`src/osr_pkg.sv`:
```
// osr_pkg: constants and carriers for the operation status register sets
// assumes one device clock; set indices shared by core and bench, not used by osr_set
package osr_pkg;

  // ==========================================================
  // set indices
  localparam logic [2:0] SET_TOP   = 3'h0;
  localparam logic [2:0] SET_CAL   = 3'h1;
  localparam logic [2:0] SET_LLF   = 3'h2;
  localparam logic [2:0] SET_MEAS  = 3'h3;
  localparam logic [2:0] SET_SENSE = 3'h4;
  localparam logic [2:0] SET_TRIG  = 3'h5;
  localparam logic [2:0] SET_ULF   = 3'h6;
  localparam int         NUM_SETS  = 7;

  // ==========================================================
  // top-level summary bit positions
  localparam int TOP_CAL_BIT   = 0;
  localparam int TOP_MEAS_BIT  = 4;
  localparam int TOP_TRIG_BIT  = 5;
  localparam int TOP_SENSE_BIT = 10;
  localparam int TOP_LLF_BIT   = 11;
  localparam int TOP_ULF_BIT   = 12;

  // ==========================================================
  // sub-set field positions
  localparam int CH1_BIT     = 1;
  localparam int CH2_BIT     = 2;
  localparam int UPWIN_BIT   = 3;
  localparam int LOWIN_BIT   = 4;

  // ==========================================================
  // masks and preset values
  localparam logic [15:0] VALID_MASK  = 16'h7fff;
  localparam logic [15:0] ALL_ZEROS   = 16'h0000;
  localparam logic [15:0] PRE_EN_TOP  = 16'h0000;
  localparam logic [15:0] PRE_EN_SUB  = 16'h7fff;
  localparam logic [15:0] PRE_RISE    = 16'h7fff;
  localparam logic [15:0] PRE_FALL    = 16'h0000;

  // ==========================================================
  // per-set operations
  localparam logic [2:0] OP_COND_RD = 3'h0;
  localparam logic [2:0] OP_EVT_RD  = 3'h1;
  localparam logic [2:0] OP_EN_WR   = 3'h2;
  localparam logic [2:0] OP_EN_RD   = 3'h3;
  localparam logic [2:0] OP_RISE_WR = 3'h4;
  localparam logic [2:0] OP_RISE_RD = 3'h5;
  localparam logic [2:0] OP_FALL_WR = 3'h6;
  localparam logic [2:0] OP_FALL_RD = 3'h7;

  // ==========================================================
  // carriers
  typedef struct packed {
    logic        valid;
    logic [2:0]  sel;
    logic [2:0]  op;
    logic [15:0] data;
  } osr_cmd_t;

  typedef struct packed {
    logic [15:0] prev;
    logic [15:0] evt;
    logic [15:0] en;
    logic [15:0] rising_edge_filter;
    logic [15:0] falling_edge_filter;
  } osr_set_state_t;

  function automatic logic op_is_rd(input logic [2:0] op);
    return (op == OP_COND_RD) || op[0];
  endfunction : op_is_rd

endpackage : osr_pkg

```
`src/osr_core.sv`:
```
// osr_core: operation summary set and its six sub-sets
// assumes activity and result inputs come from engines on ref_clk
//
// What this block does
// - top bits: cal0 meas4 trig5 sense10 llf11 ulf12
// - top bits 13-15 unused, bit 15 zero
// - calibrating set: channel bits 1 and 2
// - zeroing or calibration start raises calibrating
// - calibrate-all start also raises calibrating
// - run completion drops calibrating bit
// - lower-limit set: ch1,ch2,upper,lower at 1-4
// - lower-limit test failure sets its bit
// - limit bit clears only on passing test without failure
// - measuring set bits high during measurement
// - measuring bit drops when measurement completes
// - sensor-read bits follow reading one cycle later
// - trigger bits set on wait-for-trigger entry
// - trigger bits clear on idle entry
// - upper-limit set: same map, set on fail
// - preset loads enable and filter values
// - preset leaves condition and events unchanged
// - every set offers the common operations
// - event read returns then clears bits
// - condition read leaves bits unchanged
// - filtered edges latch event bits
`timescale 1ns/10ps
module osr_core import osr_pkg::*; (
  input  wire logic        ref_clk,
  input  wire logic        arst_n,
  input  wire osr_cmd_t    cmd,
  input  wire logic        preset_req,
  input  wire logic [1:0]  zero_start,
  input  wire logic [1:0]  cal_start,
  input  wire logic        cal_all_start,
  input  wire logic [1:0]  cal_done,
  input  wire logic [3:0]  llf_fail,
  input  wire logic [3:0]  llf_pass,
  input  wire logic [3:0]  ulf_fail,
  input  wire logic [3:0]  ulf_pass,
  input  wire logic [1:0]  meas_active,
  input  wire logic [1:0]  sensor_reading,
  input  wire logic [1:0]  trig_wait_enter,
  input  wire logic [1:0]  trig_idle_enter,
  output logic             rsp_valid,
  output logic      [15:0] rsp_data,
  output logic             op_summary
);

  typedef struct packed {
    logic [1:0]  cal;
    logic [3:0]  llf;
    logic [3:0]  ulf;
    logic [1:0]  meas;
    logic [1:0]  sense;
    logic [1:0]  trig;
    logic        rsp_valid;
    logic [15:0] rsp_data;
    logic        summary;
  } osr_core_state_t;

  osr_core_state_t s;
  osr_core_state_t next_s;
  logic [1:0]      rst_sync;
  logic            rst_n;
  logic [15:0]     set_cond [NUM_SETS];
  logic [15:0]     set_rdata [NUM_SETS];
  logic            set_sum [NUM_SETS];
  logic [1:0]      cal_set;

  // ==========================================================
  // reset release
  always_ff @(posedge ref_clk or negedge arst_n) begin
    if (!arst_n) begin
      rst_sync <= 2'h0;
    end else begin
      rst_sync <= {rst_sync[0], 1'b1};
    end
  end
  assign rst_n = rst_sync[1];

  // ==========================================================
  // condition words
  function automatic logic [15:0] ch_word(input logic [1:0] ch);
    logic [15:0] w;
    w = ALL_ZEROS;
    w[CH1_BIT] = ch[0];
    w[CH2_BIT] = ch[1];
    return w;
  endfunction : ch_word

  function automatic logic [15:0] lim_word(input logic [3:0] f);
    logic [15:0] w;
    w = ch_word(f[1:0]);
    w[UPWIN_BIT] = f[2];
    w[LOWIN_BIT] = f[3];
    return w;
  endfunction : lim_word

  always_comb begin
    set_cond[SET_TOP] = ALL_ZEROS;
    set_cond[SET_TOP][TOP_CAL_BIT]   = set_sum[SET_CAL];
    set_cond[SET_TOP][TOP_MEAS_BIT]  = set_sum[SET_MEAS];
    set_cond[SET_TOP][TOP_TRIG_BIT]  = set_sum[SET_TRIG];
    set_cond[SET_TOP][TOP_SENSE_BIT] = set_sum[SET_SENSE];
    set_cond[SET_TOP][TOP_LLF_BIT]   = set_sum[SET_LLF];
    set_cond[SET_TOP][TOP_ULF_BIT]   = set_sum[SET_ULF];
    set_cond[SET_CAL]   = ch_word(s.cal);
    set_cond[SET_LLF]   = lim_word(s.llf);
    set_cond[SET_MEAS]  = ch_word(s.meas);
    set_cond[SET_SENSE] = ch_word(s.sense);
    set_cond[SET_TRIG]  = ch_word(s.trig);
    set_cond[SET_ULF]   = lim_word(s.ulf);
  end

  // ==========================================================
  // the seven sets
  for (genvar g = 0; g < NUM_SETS; g++) begin : g_set
    osr_set #(
      .TOP_PRESET (g == 0)
    ) u_set (
      .ref_clk (ref_clk),
      .rst_n   (rst_n),
      .cond    (set_cond[g]),
      .hit     (cmd.valid && cmd.sel == 3'(g)),
      .op      (cmd.op),
      .wdata   (cmd.data),
      .preset  (preset_req),
      .rdata   (set_rdata[g]),
      .summary (set_sum[g])
    );
  end

  // ==========================================================
  // condition tracking and answers
  assign cal_set = zero_start | cal_start | {2{cal_all_start}};

  always_comb begin
    next_s = s;
    next_s.cal  = cal_set | (s.cal & ~cal_done);
    next_s.llf  = llf_fail | (s.llf & ~llf_pass);
    next_s.ulf  = ulf_fail | (s.ulf & ~ulf_pass);
    next_s.meas = meas_active;
    next_s.sense = sensor_reading;
    next_s.trig = trig_wait_enter | (s.trig & ~trig_idle_enter);
    next_s.rsp_valid = cmd.valid && op_is_rd(cmd.op);
    next_s.rsp_data = ALL_ZEROS;
    if (cmd.valid && op_is_rd(cmd.op) && cmd.sel < 3'(NUM_SETS)) begin
      next_s.rsp_data = set_rdata[cmd.sel] & VALID_MASK;
    end
    next_s.summary = set_sum[SET_TOP];
  end

  always_ff @(posedge ref_clk or negedge rst_n) begin
    if (!rst_n) begin
      s <= '0;
    end else begin
      s <= next_s;
    end
  end

  assign rsp_valid  = s.rsp_valid;
  assign rsp_data   = s.rsp_data;
  assign op_summary = s.summary;
endmodule : osr_core

```
`src/osr_set.sv`:
```
// osr_set: one status register set with condition, event, enable
// and edge filters; assumes synchronous reset copy and same-clock inputs
`timescale 1ns/10ps
module osr_set import osr_pkg::*; #(
  parameter logic TOP_PRESET = 1'b0
) (
  input  wire logic        ref_clk,
  input  wire logic        rst_n,
  input  wire logic [15:0] cond,
  input  wire logic        hit,
  input  wire logic [2:0]  op,
  input  wire logic [15:0] wdata,
  input  wire logic        preset,
  output logic      [15:0] rdata,
  output logic             summary
);

  localparam logic [15:0] PRE_EN = TOP_PRESET ? PRE_EN_TOP : PRE_EN_SUB;

  osr_set_state_t s;
  osr_set_state_t next_s;
  logic [15:0]    edges;

  // ==========================================================
  // next state
  always_comb begin
    next_s = s;
    next_s.prev = cond & VALID_MASK;
    edges = ((cond & ~s.prev & s.rising_edge_filter)
           | (~cond & s.prev & s.falling_edge_filter)) & VALID_MASK;
    if (hit && op == OP_EVT_RD) begin
      next_s.evt = edges;
    end else begin
      next_s.evt = s.evt | edges;
    end
    if (preset) begin
      next_s.en = PRE_EN;
      next_s.rising_edge_filter = PRE_RISE;
      next_s.falling_edge_filter = PRE_FALL;
    end else if (hit) begin
      unique case (op)
        OP_EN_WR:   next_s.en = wdata & VALID_MASK;
        OP_RISE_WR: next_s.rising_edge_filter = wdata & VALID_MASK;
        OP_FALL_WR: next_s.falling_edge_filter = wdata & VALID_MASK;
        default:    next_s.en = s.en;
      endcase
    end
  end

  always_ff @(posedge ref_clk or negedge rst_n) begin
    if (!rst_n) begin
      s <= '{prev: ALL_ZEROS, evt: ALL_ZEROS, en: PRE_EN,
             rising_edge_filter: PRE_RISE,
             falling_edge_filter: PRE_FALL};
    end else begin
      s <= next_s;
    end
  end

  // ==========================================================
  // read data and summary
  always_comb begin
    unique case (op)
      OP_COND_RD: rdata = cond & VALID_MASK;
      OP_EVT_RD:  rdata = s.evt;
      OP_EN_RD:   rdata = s.en;
      OP_RISE_RD: rdata = s.rising_edge_filter;
      OP_FALL_RD: rdata = s.falling_edge_filter;
      default:    rdata = ALL_ZEROS;
    endcase
  end

  assign summary = |(s.evt & s.en);
endmodule : osr_set

```
`config.mk`:
```
export PLATFORM = sky130hd
export DESIGN_NAME = osr_core
export DESIGN_NICKNAME = d
export VERILOG_FILES = /design/src/osr_pkg.sv /design/src/osr_core.sv /design/src/osr_set.sv
export SDC_FILE = /design/constraint.sdc
export NUM_CORES = 1
export LEC_CHECK = 0
export ABC_CLOCK_PERIOD_IN_PS = 11550
export BUFFER_PORTS_ARGS = -buffer_cell sky130_fd_sc_hd__buf_2
export CORE_MARGIN = 2
export CORE_UTILIZATION = 29
export DETAILED_ROUTE_END_ITERATION = 8
export PLACE_DENSITY_LB_ADDON = 0.1
export SETUP_SLACK_MARGIN = 0.02
export SLEW_MARGIN = 0
export SYNTH_ARGS = -nofsm -noshare
export SYNTH_HDL_FRONTEND = slang
export SYNTH_SLANG_ARGS = --single-unit
```
`constraint.sdc`:
```
create_clock -name ref_clk -period 11.55 [get_ports ref_clk]
set_clock_uncertainty 0.15 [all_clocks]
set_input_delay 1.155 -clock ref_clk [delete_from_list [all_inputs] [get_ports ref_clk]]
set_output_delay 1.155 -clock ref_clk [all_outputs]
set_load 0.01 [all_outputs]
```
**Word-level counts from Yosys, hierarchy flattened**

Index checks and enable logic that the tools add are counted.

- Register bits: 505
- Output and inout port bits: 18
- Logic and storage cells: 230

- Magnitude comparators: 2
- Eq/ne operators: 13
- Muxes and demuxes: 35
- Bitwise logic cells: 78
- Reductions and logical operators: 57

Operator list:

| kind | count |
|---|---|
| two-way mux 48 bit | 14 |
| one-hot mux 16 bit (5 select lines) | 7 |
| AND 15 bit | 14 |
| two-way mux 16 bit | 10 |
| NOT 3 -> 15 bit | 8 |
| AND 16 bit | 7 |
| OR 16 x 15 -> 16 bit | 7 |
| OR reduction 16 bit | 7 |
| OR 15 bit | 7 |
| AND 15 x 3 -> 15 bit | 4 |
| AND 3 x 15 -> 15 bit | 4 |
| NOT 5 -> 15 bit | 4 |
| binary-select mux 16 bit (select 3 bit) | 1 |
| two-way mux 15 bit | 3 |
| AND reduction 2 bit | 21 |
| AND 15 x 5 -> 15 bit | 2 |
| AND 5 x 15 -> 15 bit | 2 |
| NOT 13 -> 15 bit | 2 |
| == test 3 bit, second input constant | 7 |
| nonzero test 2 bit | 10 |
| logical AND 1 bit | 16 |
| AND 13 x 15 -> 15 bit | 1 |
| AND 15 x 13 -> 15 bit | 1 |
| == test 3 x 2 -> 1 bit, second input constant | 4 |
| other kinds (12) | 22 |

**Depth between registers and ports, before layout**

Gate-level depths: netlist of run 1.

- Depth in word-level cells: 8
- Gate-level depth with buffers: 10
- Depth with buffers taken out: 6

**Cells and area by module**

Synthesis of run 1 repeated with hierarchy kept, for this count alone.

- Cells, all modules: 2730
- Area total of the unflattened synthesis: 27677.8 µm²

By module, submodules not included:

| module | instances | cells an instance | area an instance (µm²) | seq. area each (µm²) |
|---|---|---|---|---|
| osr_set at g_set[1].u_set ... | 6 | 364 | 3656.0 | 1914.3 |
| osr_set at g_set[0].u_set | 1 | 363 | 3644.7 | 1895.6 |
| osr_core | 1 | 183 | 2097.0 | 875.8 |

**Worst setup path after synthesis of run 1**

No wires, ideal clock.

- Path type: input -> register
- From: input cmd[17] (netlist bit)
- To: register s, in the netlist rsp_data[6]
- Library setup time: 0.135 ns
- Data arrival time: 2.545 ns
- Required time: 11.265 ns
- Setup slack: 8.720 ns
- Stages: 8
- Buffers on the path: 3
- Path through: buf_6 -> buf_2 -> buf_2 -> mux2_2 -> a221oi_1 -> nor2_1 -> a21oi_1 -> o22ai_1

RTL lines:

| item | line | source |
|---|---|---|
| from (decl) | osr_core.sv:30 | `input wire osr_cmd_t cmd,` |
| to (signal assigned) | osr_core.sv:157 | `s <= next_s;` |
| to (decl) | osr_core.sv:61 | `osr_core_state_t s;` |

**Worst setup path in the final report of run 1**

- From: input cmd[17] (netlist bit)
- To: register g_set[3].u_set.s[26] (netlist bit)

- Longest elaborated chain between the ends: 3

Ends and longest elaborated chain:

| item | line | source |
|---|---|---|
| == test 3 bit | osr_set.sv:41 | `unique case (op)` |
| nonzero test 2 bit (no line) | -- |  |
| AND reduction 2 bit (no line) | -- |  |
| to (signal assigned) | osr_set.sv:52 | `s <= '{prev: ALL_ZEROS, evt: ALL_ZEROS, en: PRE_EN,` |
| to (signal assigned) | osr_set.sv:56 | `s <= next_s;` |
| to (decl) | osr_set.sv:20 | `osr_set_state_t s;` |

Every way passes these cells.
A chain may end at the register's enable or synchronous reset.

==> results of run 1 <==
worst min path at each step:
stage / from / endpoint / slack [ns] / cells past startpoint
after floorplan: rst_sync[0] / rst_sync[1] / 0.18 / 0
after global placement: rst_sync[1] / g_set[2].u_set.s[12] / 0.19 / 0
after detailed placement: rst_sync[1] / g_set[2].u_set.s[12] / 0.20 / 0
after CTS: arst_n / rst_sync[1] / 0.15 / 1
after global routing: arst_n / rst_sync[1] / 0.17 / 1
final: rst_sync[1] / g_set[2].u_set.s[12] / 0.18 / 0
worst max-delay path: cells and delay by family:
kind                   cells  cell delay (ns)
buffers and inverters      4             2.20
AND/OR/NAND/NOR            2             0.88
AO/OA/AOI/OAI              2             0.48
layer usage:
| layer | up-vias | wire [um] | part of all wire, % | global-route usage [%] |
|---|---|---|---|---|
| met5 | - | 0 | 0 | 0 |
| met4 | 0 | 2299 | 3.3 | 7.517 |
| met3 | 120 | 3930 | 5.7 | 4.178 |
| met2 | 396 | 30790 | 45 | 34.21 |
| li1 | 6268 | - | - | - |
| met1 | 6837 | 32080 | 46 | 31.04 |
per-stage QoR:
step	power, uW	util [%]	setup slack (ns)	cells	hold WS [ns]
3_5_place_dp	2255	31.03	6.441	2514	0.1951
2_1_floorplan	2047	-	5.154	1764	0.1811
6_report	3752	33.64	7.075	2602	0.1796
4_1_cts	3799	33.64	7.068	2602	0.1539
5_1_grt	3931	33.64	6.953	2602	0.1721
3_3_place_gp	2241	31.03	6.449	2514	0.1880
cell type report:
type                    count  area (um^2)
fillers                  6215        40130
flip-flops and latches    394        10110
multi-input cells        1198         6897
clock buffers              83         1513
well taps                 782        978.4
repair buffers            111        670.6
inverters                  29        108.9
clock inverters             5        65.06
sequential cells by signal, summed over array words and instances (netlist names):
name and cells:
op_summary 1, rst_sync 2, rsp_valid 1, s 16
rsp_data 15, g_set.u_set.s 359
logic make-up (layout without fill, tap and decap cells):
group | after synthesis | count (layout) | synth area share [%]
AO/OA/AOI/OAI | 569 | 569 | 19.71
buffers and inverters | 172 | 228 | 4.431
flip-flops | 394 | 394 | 56.89
multiplexers | 88 | 88 | 6.017
other | 2 | 2 | 0.04229
AND/OR/NAND/NOR | 539 | 539 | 12.91
power by group:
group,internal [uW],switching [uW],total (uW)
Combinational,166,327,493
Clock,905,616,1520
Sequential,1630,108,1740
cell usage in the layout (no fill, tap or decap), types with 20 or more instances in the layout:
| cell type | n |
|---|---|
| a21oi_1 | 32 |
| a221oi_1 | 47 |
| a22oi_1 | 30 |
| buf_2 | 70 |
| buf_4 | 40 |
| clkbuf_16 | 48 |
| dfrtp_1 | 198 |
| dfstp_2 | 195 |
| inv_1 | 28 |
| mux2_2 | 45 |
| mux2i_1 | 28 |
| nand2_1 | 396 |
| nand2b_1 | 20 |
| nor2_1 | 33 |
| o21ai_0 | 340 |
==> results by group, run 1 <==
Synth
  • Sequential fraction of the synthesis area: roughly 57%
  • Avg Cell Area, Syn: roughly 10 um^2
  • Post-synth EDFFs: 0
  • Cell with the most instances after synthesis: nand2_1
  • Cell Area, Synth: around 18000 um^2
  • Most frequent cells after synthesis: 402 x nand2_1, 340 x o21ai_0, 199 x dfrtp_1
  • Ys async rst share: 100.0%
  • Synth Register Bits: 394
  • Syn. warnings: 0
  • Mapped Nets: 1821
  • Ranking of synthesized cells by area: dfstp_2 29%, dfrtp_1 28%, o21ai_0 9.6%
  • Main synth FF type: dfrtp_1
  • Synth cell types: slightly below 70
  • Yosys top cell by area: dfstp_2
  • Cell count after synthesis: roughly 1800
  • Share of the synthesized area in the top cell type: ~29%

Critical path
  • Worst r2r path cells: 2
  • RR Startpoint: rst_sync[1]
  • Worst Setup EP: g_set[3].u_set.s[26]
  • WP data required: approximately 12 ns
  • Critical path class: input pin to flip-flop
  • Worst flop-to-flop path endpoint: g_set[1].u_set.s[5]
  • Worst EP arrival: between 4 and 5 ns
  • Most used cell along the critical path: buf_4
  • Cell Chain, Critical Path: buf_4 -> buf_4 -> buf_4 -> nor2_1 -> a21o_1 -> nand2_1 -> buf_4 -> o21ai_0
  • CP startpoint: cmd[17]
  • Worst path slowest cell: buf_4
  • Reg2reg setup slack: around 9 ns
  • CP Capture Type: flip-flop
  • Critical Path Max Stage Delay: 0.66 ns
  • CP Max Fanout: between 40 and 50
  • Worst setup SP type: input pin

Power
  • Lkg Pwr: between 0.008 and 0.009 uW
  • VDD IR max: between 0.09 and 0.1 mV
  • Power Density: 184.4 nW/um^2

Floorplan
  • Die Y: 251.5 um
  • I/O pin cnt: 75
  • Die area: about 63000 um^2
  • Starting Density: between 20% and 30%
  • Die X: 251.5 um
  • Num rows: 90
  • CORE AREA: around 60000 um^2

GRT
  • Initial antenna violation count: 2
  • Vias in the first global route: around 14000
  • First-pass GRT wire length: between 100000 and 150000 um
  • Total grt overflow: 0
  • Pin count of the biggest net entering global routing: around 160
  • Total Routing Usage GR: 22.11%

Timing
  • Post-route clock period utilization: a little under 40%
  • Maximum clock rate: 223.4 MHz
  • Slew Limit Fails: 0
  • Worst-Margin Slew: approximately 1.1 ns
  • Final min period: roughly 4.5 ns
  • Hold Fails Final Rpt: 0
  • Relative slew slack: about a quarter
  • RSZ-0062 raised after global routing: no
  • Final Setup Violations: 0
  • TNS Setup: 0 ns

Route
  • Number of DRC markers in iteration 0: approximately 900
  • Drt first pass iters: 7
  • Drt total wl: approximately 69000 um
  • Via count: between 10000 and 15000
  • Number of antenna-violating nets in the routed design: 0
  • DRC viols: 0
  • Drt wl/cell: about 27 um
  • Vias per cell: around 5.2

Clock network
  • Setup Buffers After CTS: 0
  • Num Clock Sinks: a little under 400
  • CTS tree: built
  • CTS Buffer Depth: 3
  • Clock-pin slew on the worst setup and hold paths: roughly 0.060 ns
  • Num CTS Buffers: 48
  • Post-CTS sizing: 0
  • Number of H-tree levels: 2
  • Clk_lat worst skew: roughly 0.6 ns
  • CTS root buffer: clkbuf_16
  • # hold bufs at CTS: 0

Finish
  • Layout cell share with drive strength beyond 1: 24.95%
  • Finished Cell Area: just over 20000 um^2
  • Ant diodes: 0
  • Area grow syn2layout: 14.53%
  • Nets@finish: 1839

Placed design
  • RePlAce Congestion: 0.8003
  • Input/output buffers: 72
  • Placed Area: around 19000 um^2
  • Hpwl dp: 42730 um

Status
  • Outcome: completed

Flow run
  • Max Cap Viol: 0

Worst hold path
  • HP Class: flip-flop to asynchronous set/reset pin
(Power assumes the default switching activity.)
==> inputs of run 2 (changes only) <==
Settings changed: ABC_CLOCK_PERIOD_IN_PS 11550 to 3700.
Clock period 11.55 ns to 3.7 ns, I/O delays scaled along.
==> results by group, run 2 (synthesis results as in run 1) <==
Finish
  • Register Area: 10110 um^2 (unchanged)
  • Final instance count without filler cells: 2689 (+3.3%)
  • Layout cell share with drive strength beyond 1: 26.02% (+1.1 points)
  • Max reg flops: 359 (unchanged)
  • Area grow syn2layout: 19.01%
  • Commonest non-fill, non-tap cell in the layout: nand2_1
  • Leading cell types in the layout, fill and taps excluded: 402 x nand2_1, 340 x o21ai_0, 198 x dfrtp_1
  • Nets@finish: 1924 (+4.6%)
  • Finished Cell Area: 21140 um^2 (+3.9%)
  • Multi-input logic area: 6887 um^2 (-0.15%)
  • Final Core Density: 34.95% (+1.3 points)
  • Fillers: 6152 (-1.0%)
  • Largest Register: g_set.u_set.s

Timing
  • RSZ-0062 raised after global routing: no
  • Slew Limit Fails: 0 (unchanged)
  • Final Setup Violations: 0 (unchanged)
  • Worst-Margin Slew: 1.117 ns (-0.01581 ns)
  • Post-route clock period utilization: 65.19%
  • Relative slew slack: 25.47% (+1.3 points)
  • Final min period: between 2 and 2.5 ns
  • Post-route setup slack: 1.288 ns (-5.787 ns)
  • Maximum clock rate: between 400 and 500 MHz
  • Hold Fails Final Rpt: 0 (unchanged)

GRT
  • Total Routing Usage GR: 22.06% (-0.053 points)
  • Initial antenna violation count: 2 (unchanged)
  • Total grt overflow: 0 (unchanged)
  • First-pass GRT wire length: 100700 um (-0.42%)
  • Vias in the first global route: 14052 (+2.0%)
  • Pin count of the biggest net entering global routing: 65 (-58%)

Critical path
  • Worst EP arrival: 2.75 ns (-2.04 ns)
  • CP Max Fanout: 27 (-40%)
  • CP Capture Type: flip-flop
  • WP data required: 4.03 ns (-7.83 ns)
  • Critical path class: input pin to flip-flop
  • Worst setup SP type: input pin

Power
  • Lkg Pwr: 0.008928 uW (+4.4%)
  • Power, Total: 11620 uW (+210%)
  • VDD IR max: 0.3398 mV (+240%)
  • Power Density: 549.6 nW/um^2 (+200%)

Route
  • Drt wl/cell: 25.45 um (-4.2%)
  • Number of antenna-violating nets in the routed design: 0 (unchanged)
  • Number of DRC markers in iteration 0: 907 (-0.22%)
  • DRC viols: 0 (unchanged)
  • Drt first pass iters: 5 (-2)
  • Drt total wl: 68430 um (-0.98%)
  • Via count: 13931 (+2.3%)
  • Vias per cell: 5.181 (-1.0%)

Placed design
  • Dpl ws: 0.6516 ns (-5.789 ns)
  • Input/output buffers: 72 (unchanged)
  • Hpwl dp: 45480 um (+6.4%)
  • RePlAce Congestion: 0.8191 (+2.3%)
  • Placed cell count: 2569 (+2.2%)
  • Placed Area: 19330 um^2 (+3.0%)

Clock network
  • Num CTS Buffers: 48 (unchanged)
  • Clk_lat worst skew: 0.62 ns (+0.02 ns)
  • CTS root buffer: clkbuf_16
  • Number of H-tree levels: 2 (unchanged)
  • Setup Buffers After CTS: 0 (unchanged)
  • CTS tree: built
  • Clock-pin slew on the worst setup and hold paths: 0.06 ns (about the same)
  • Num Clock Sinks: 394 (unchanged)
  • CTS Buffer Depth: 3 (unchanged)

Flow run
  • Max Cap Viol: 0 (unchanged)

Worst hold path
  • HP Class: input pin to flip-flop

Floorplan
  • CORE AREA: 60470 um^2 (unchanged)
  • Die X: 251.5 um (unchanged)
  • Die Y: 251.5 um (unchanged)
  • Starting Density: 29.37% (unchanged)
  • I/O pin cnt: 75 (unchanged)
  • Die area: 63230 um^2 (unchanged)
  • Num rows: 90 (unchanged)

Status
  • Outcome: completed
## run 2: cell count changes in the layout (fill, tap and decap cells not counted), sizes merged
cell and change:
clkinv +4, buf +55, dlygate4sd3 +30, inv -1, clkbuf -3, diode +1
clkinvlp +1
## run 2: critical path, stage by stage
cell and delay [ns]:
buf_4 0.44, and3b_1 0.90, buf_4 0.34, a21oi_1 0.08, o21ai_0 0.09, o2111ai_1 0.16, a21oi_1 0.33
## run 2: layer usage
metal | routed length [um] | track usage [%] | part of all wire [%] | vias to the layer above
met5 | 103 | 1.158 | 0.15 | -
met2 | 30800 | 34.51 | 45 | 377
li1 | - | - | - | 6439
met1 | 31870 | 30.87 | 47 | 7014
met3 | 3544 | 3.858 | 5.2 | 99
met4 | 2115 | 7.194 | 3.1 | 2
## run 2: area by class of cell
type	count	area share, %
repair buffers	196	7.317
clock buffers	80	6.488
well taps	782	4.629
clock inverters	9	0.6334
diodes	1	0.01184
multi-input cells	1198	32.58
inverters	29	0.5150
flip-flops and latches	394	47.82
## run 2: report_power, final
group          switching [uW]  leakage, uW  internal (uW)
Combinational            1020      0.00373            605
Sequential                343      0.00448           5090
Clock                    1950     0.000719           2610
## run 2: repair_timing
item / in CTS / in global routing
endpoints found under the hold margin: 18 / 0
resized for setup: 0 / 0
hold buffers: 30 / 0
## run 2: stage by stage
step           hold slack, ns  setup TNS [ns]
2_1_floorplan        -0.07559          -42.53
6_report               0.1084               0
4_1_cts               0.07109               0
5_1_grt                0.1053               0
3_3_place_gp         0.005903               0
3_5_place_dp          0.01068               0
## run 2: final timing paths
| kind | slack [ns] | cells after the start | end | start |
|---|---|---|---|---|
| max | 1.29 | 7 | rsp_data[3] | cmd[17] |
| min reg2reg | 0.20 | 0 | rst_sync[1] | rst_sync[0] |
| min in group asynchronous | 0.27 | 0 | s[29] | rst_sync[1] |
| max in group asynchronous | 2.07 | 2 | g_set[1].u_set.s[20] | rst_sync[1] |
| min | 0.11 | 4 | g_set[4].u_set.s[39] | cmd[7] |
| max reg2reg | 1.53 | 5 | rsp_data[11] | g_set[2].u_set.s[50] |
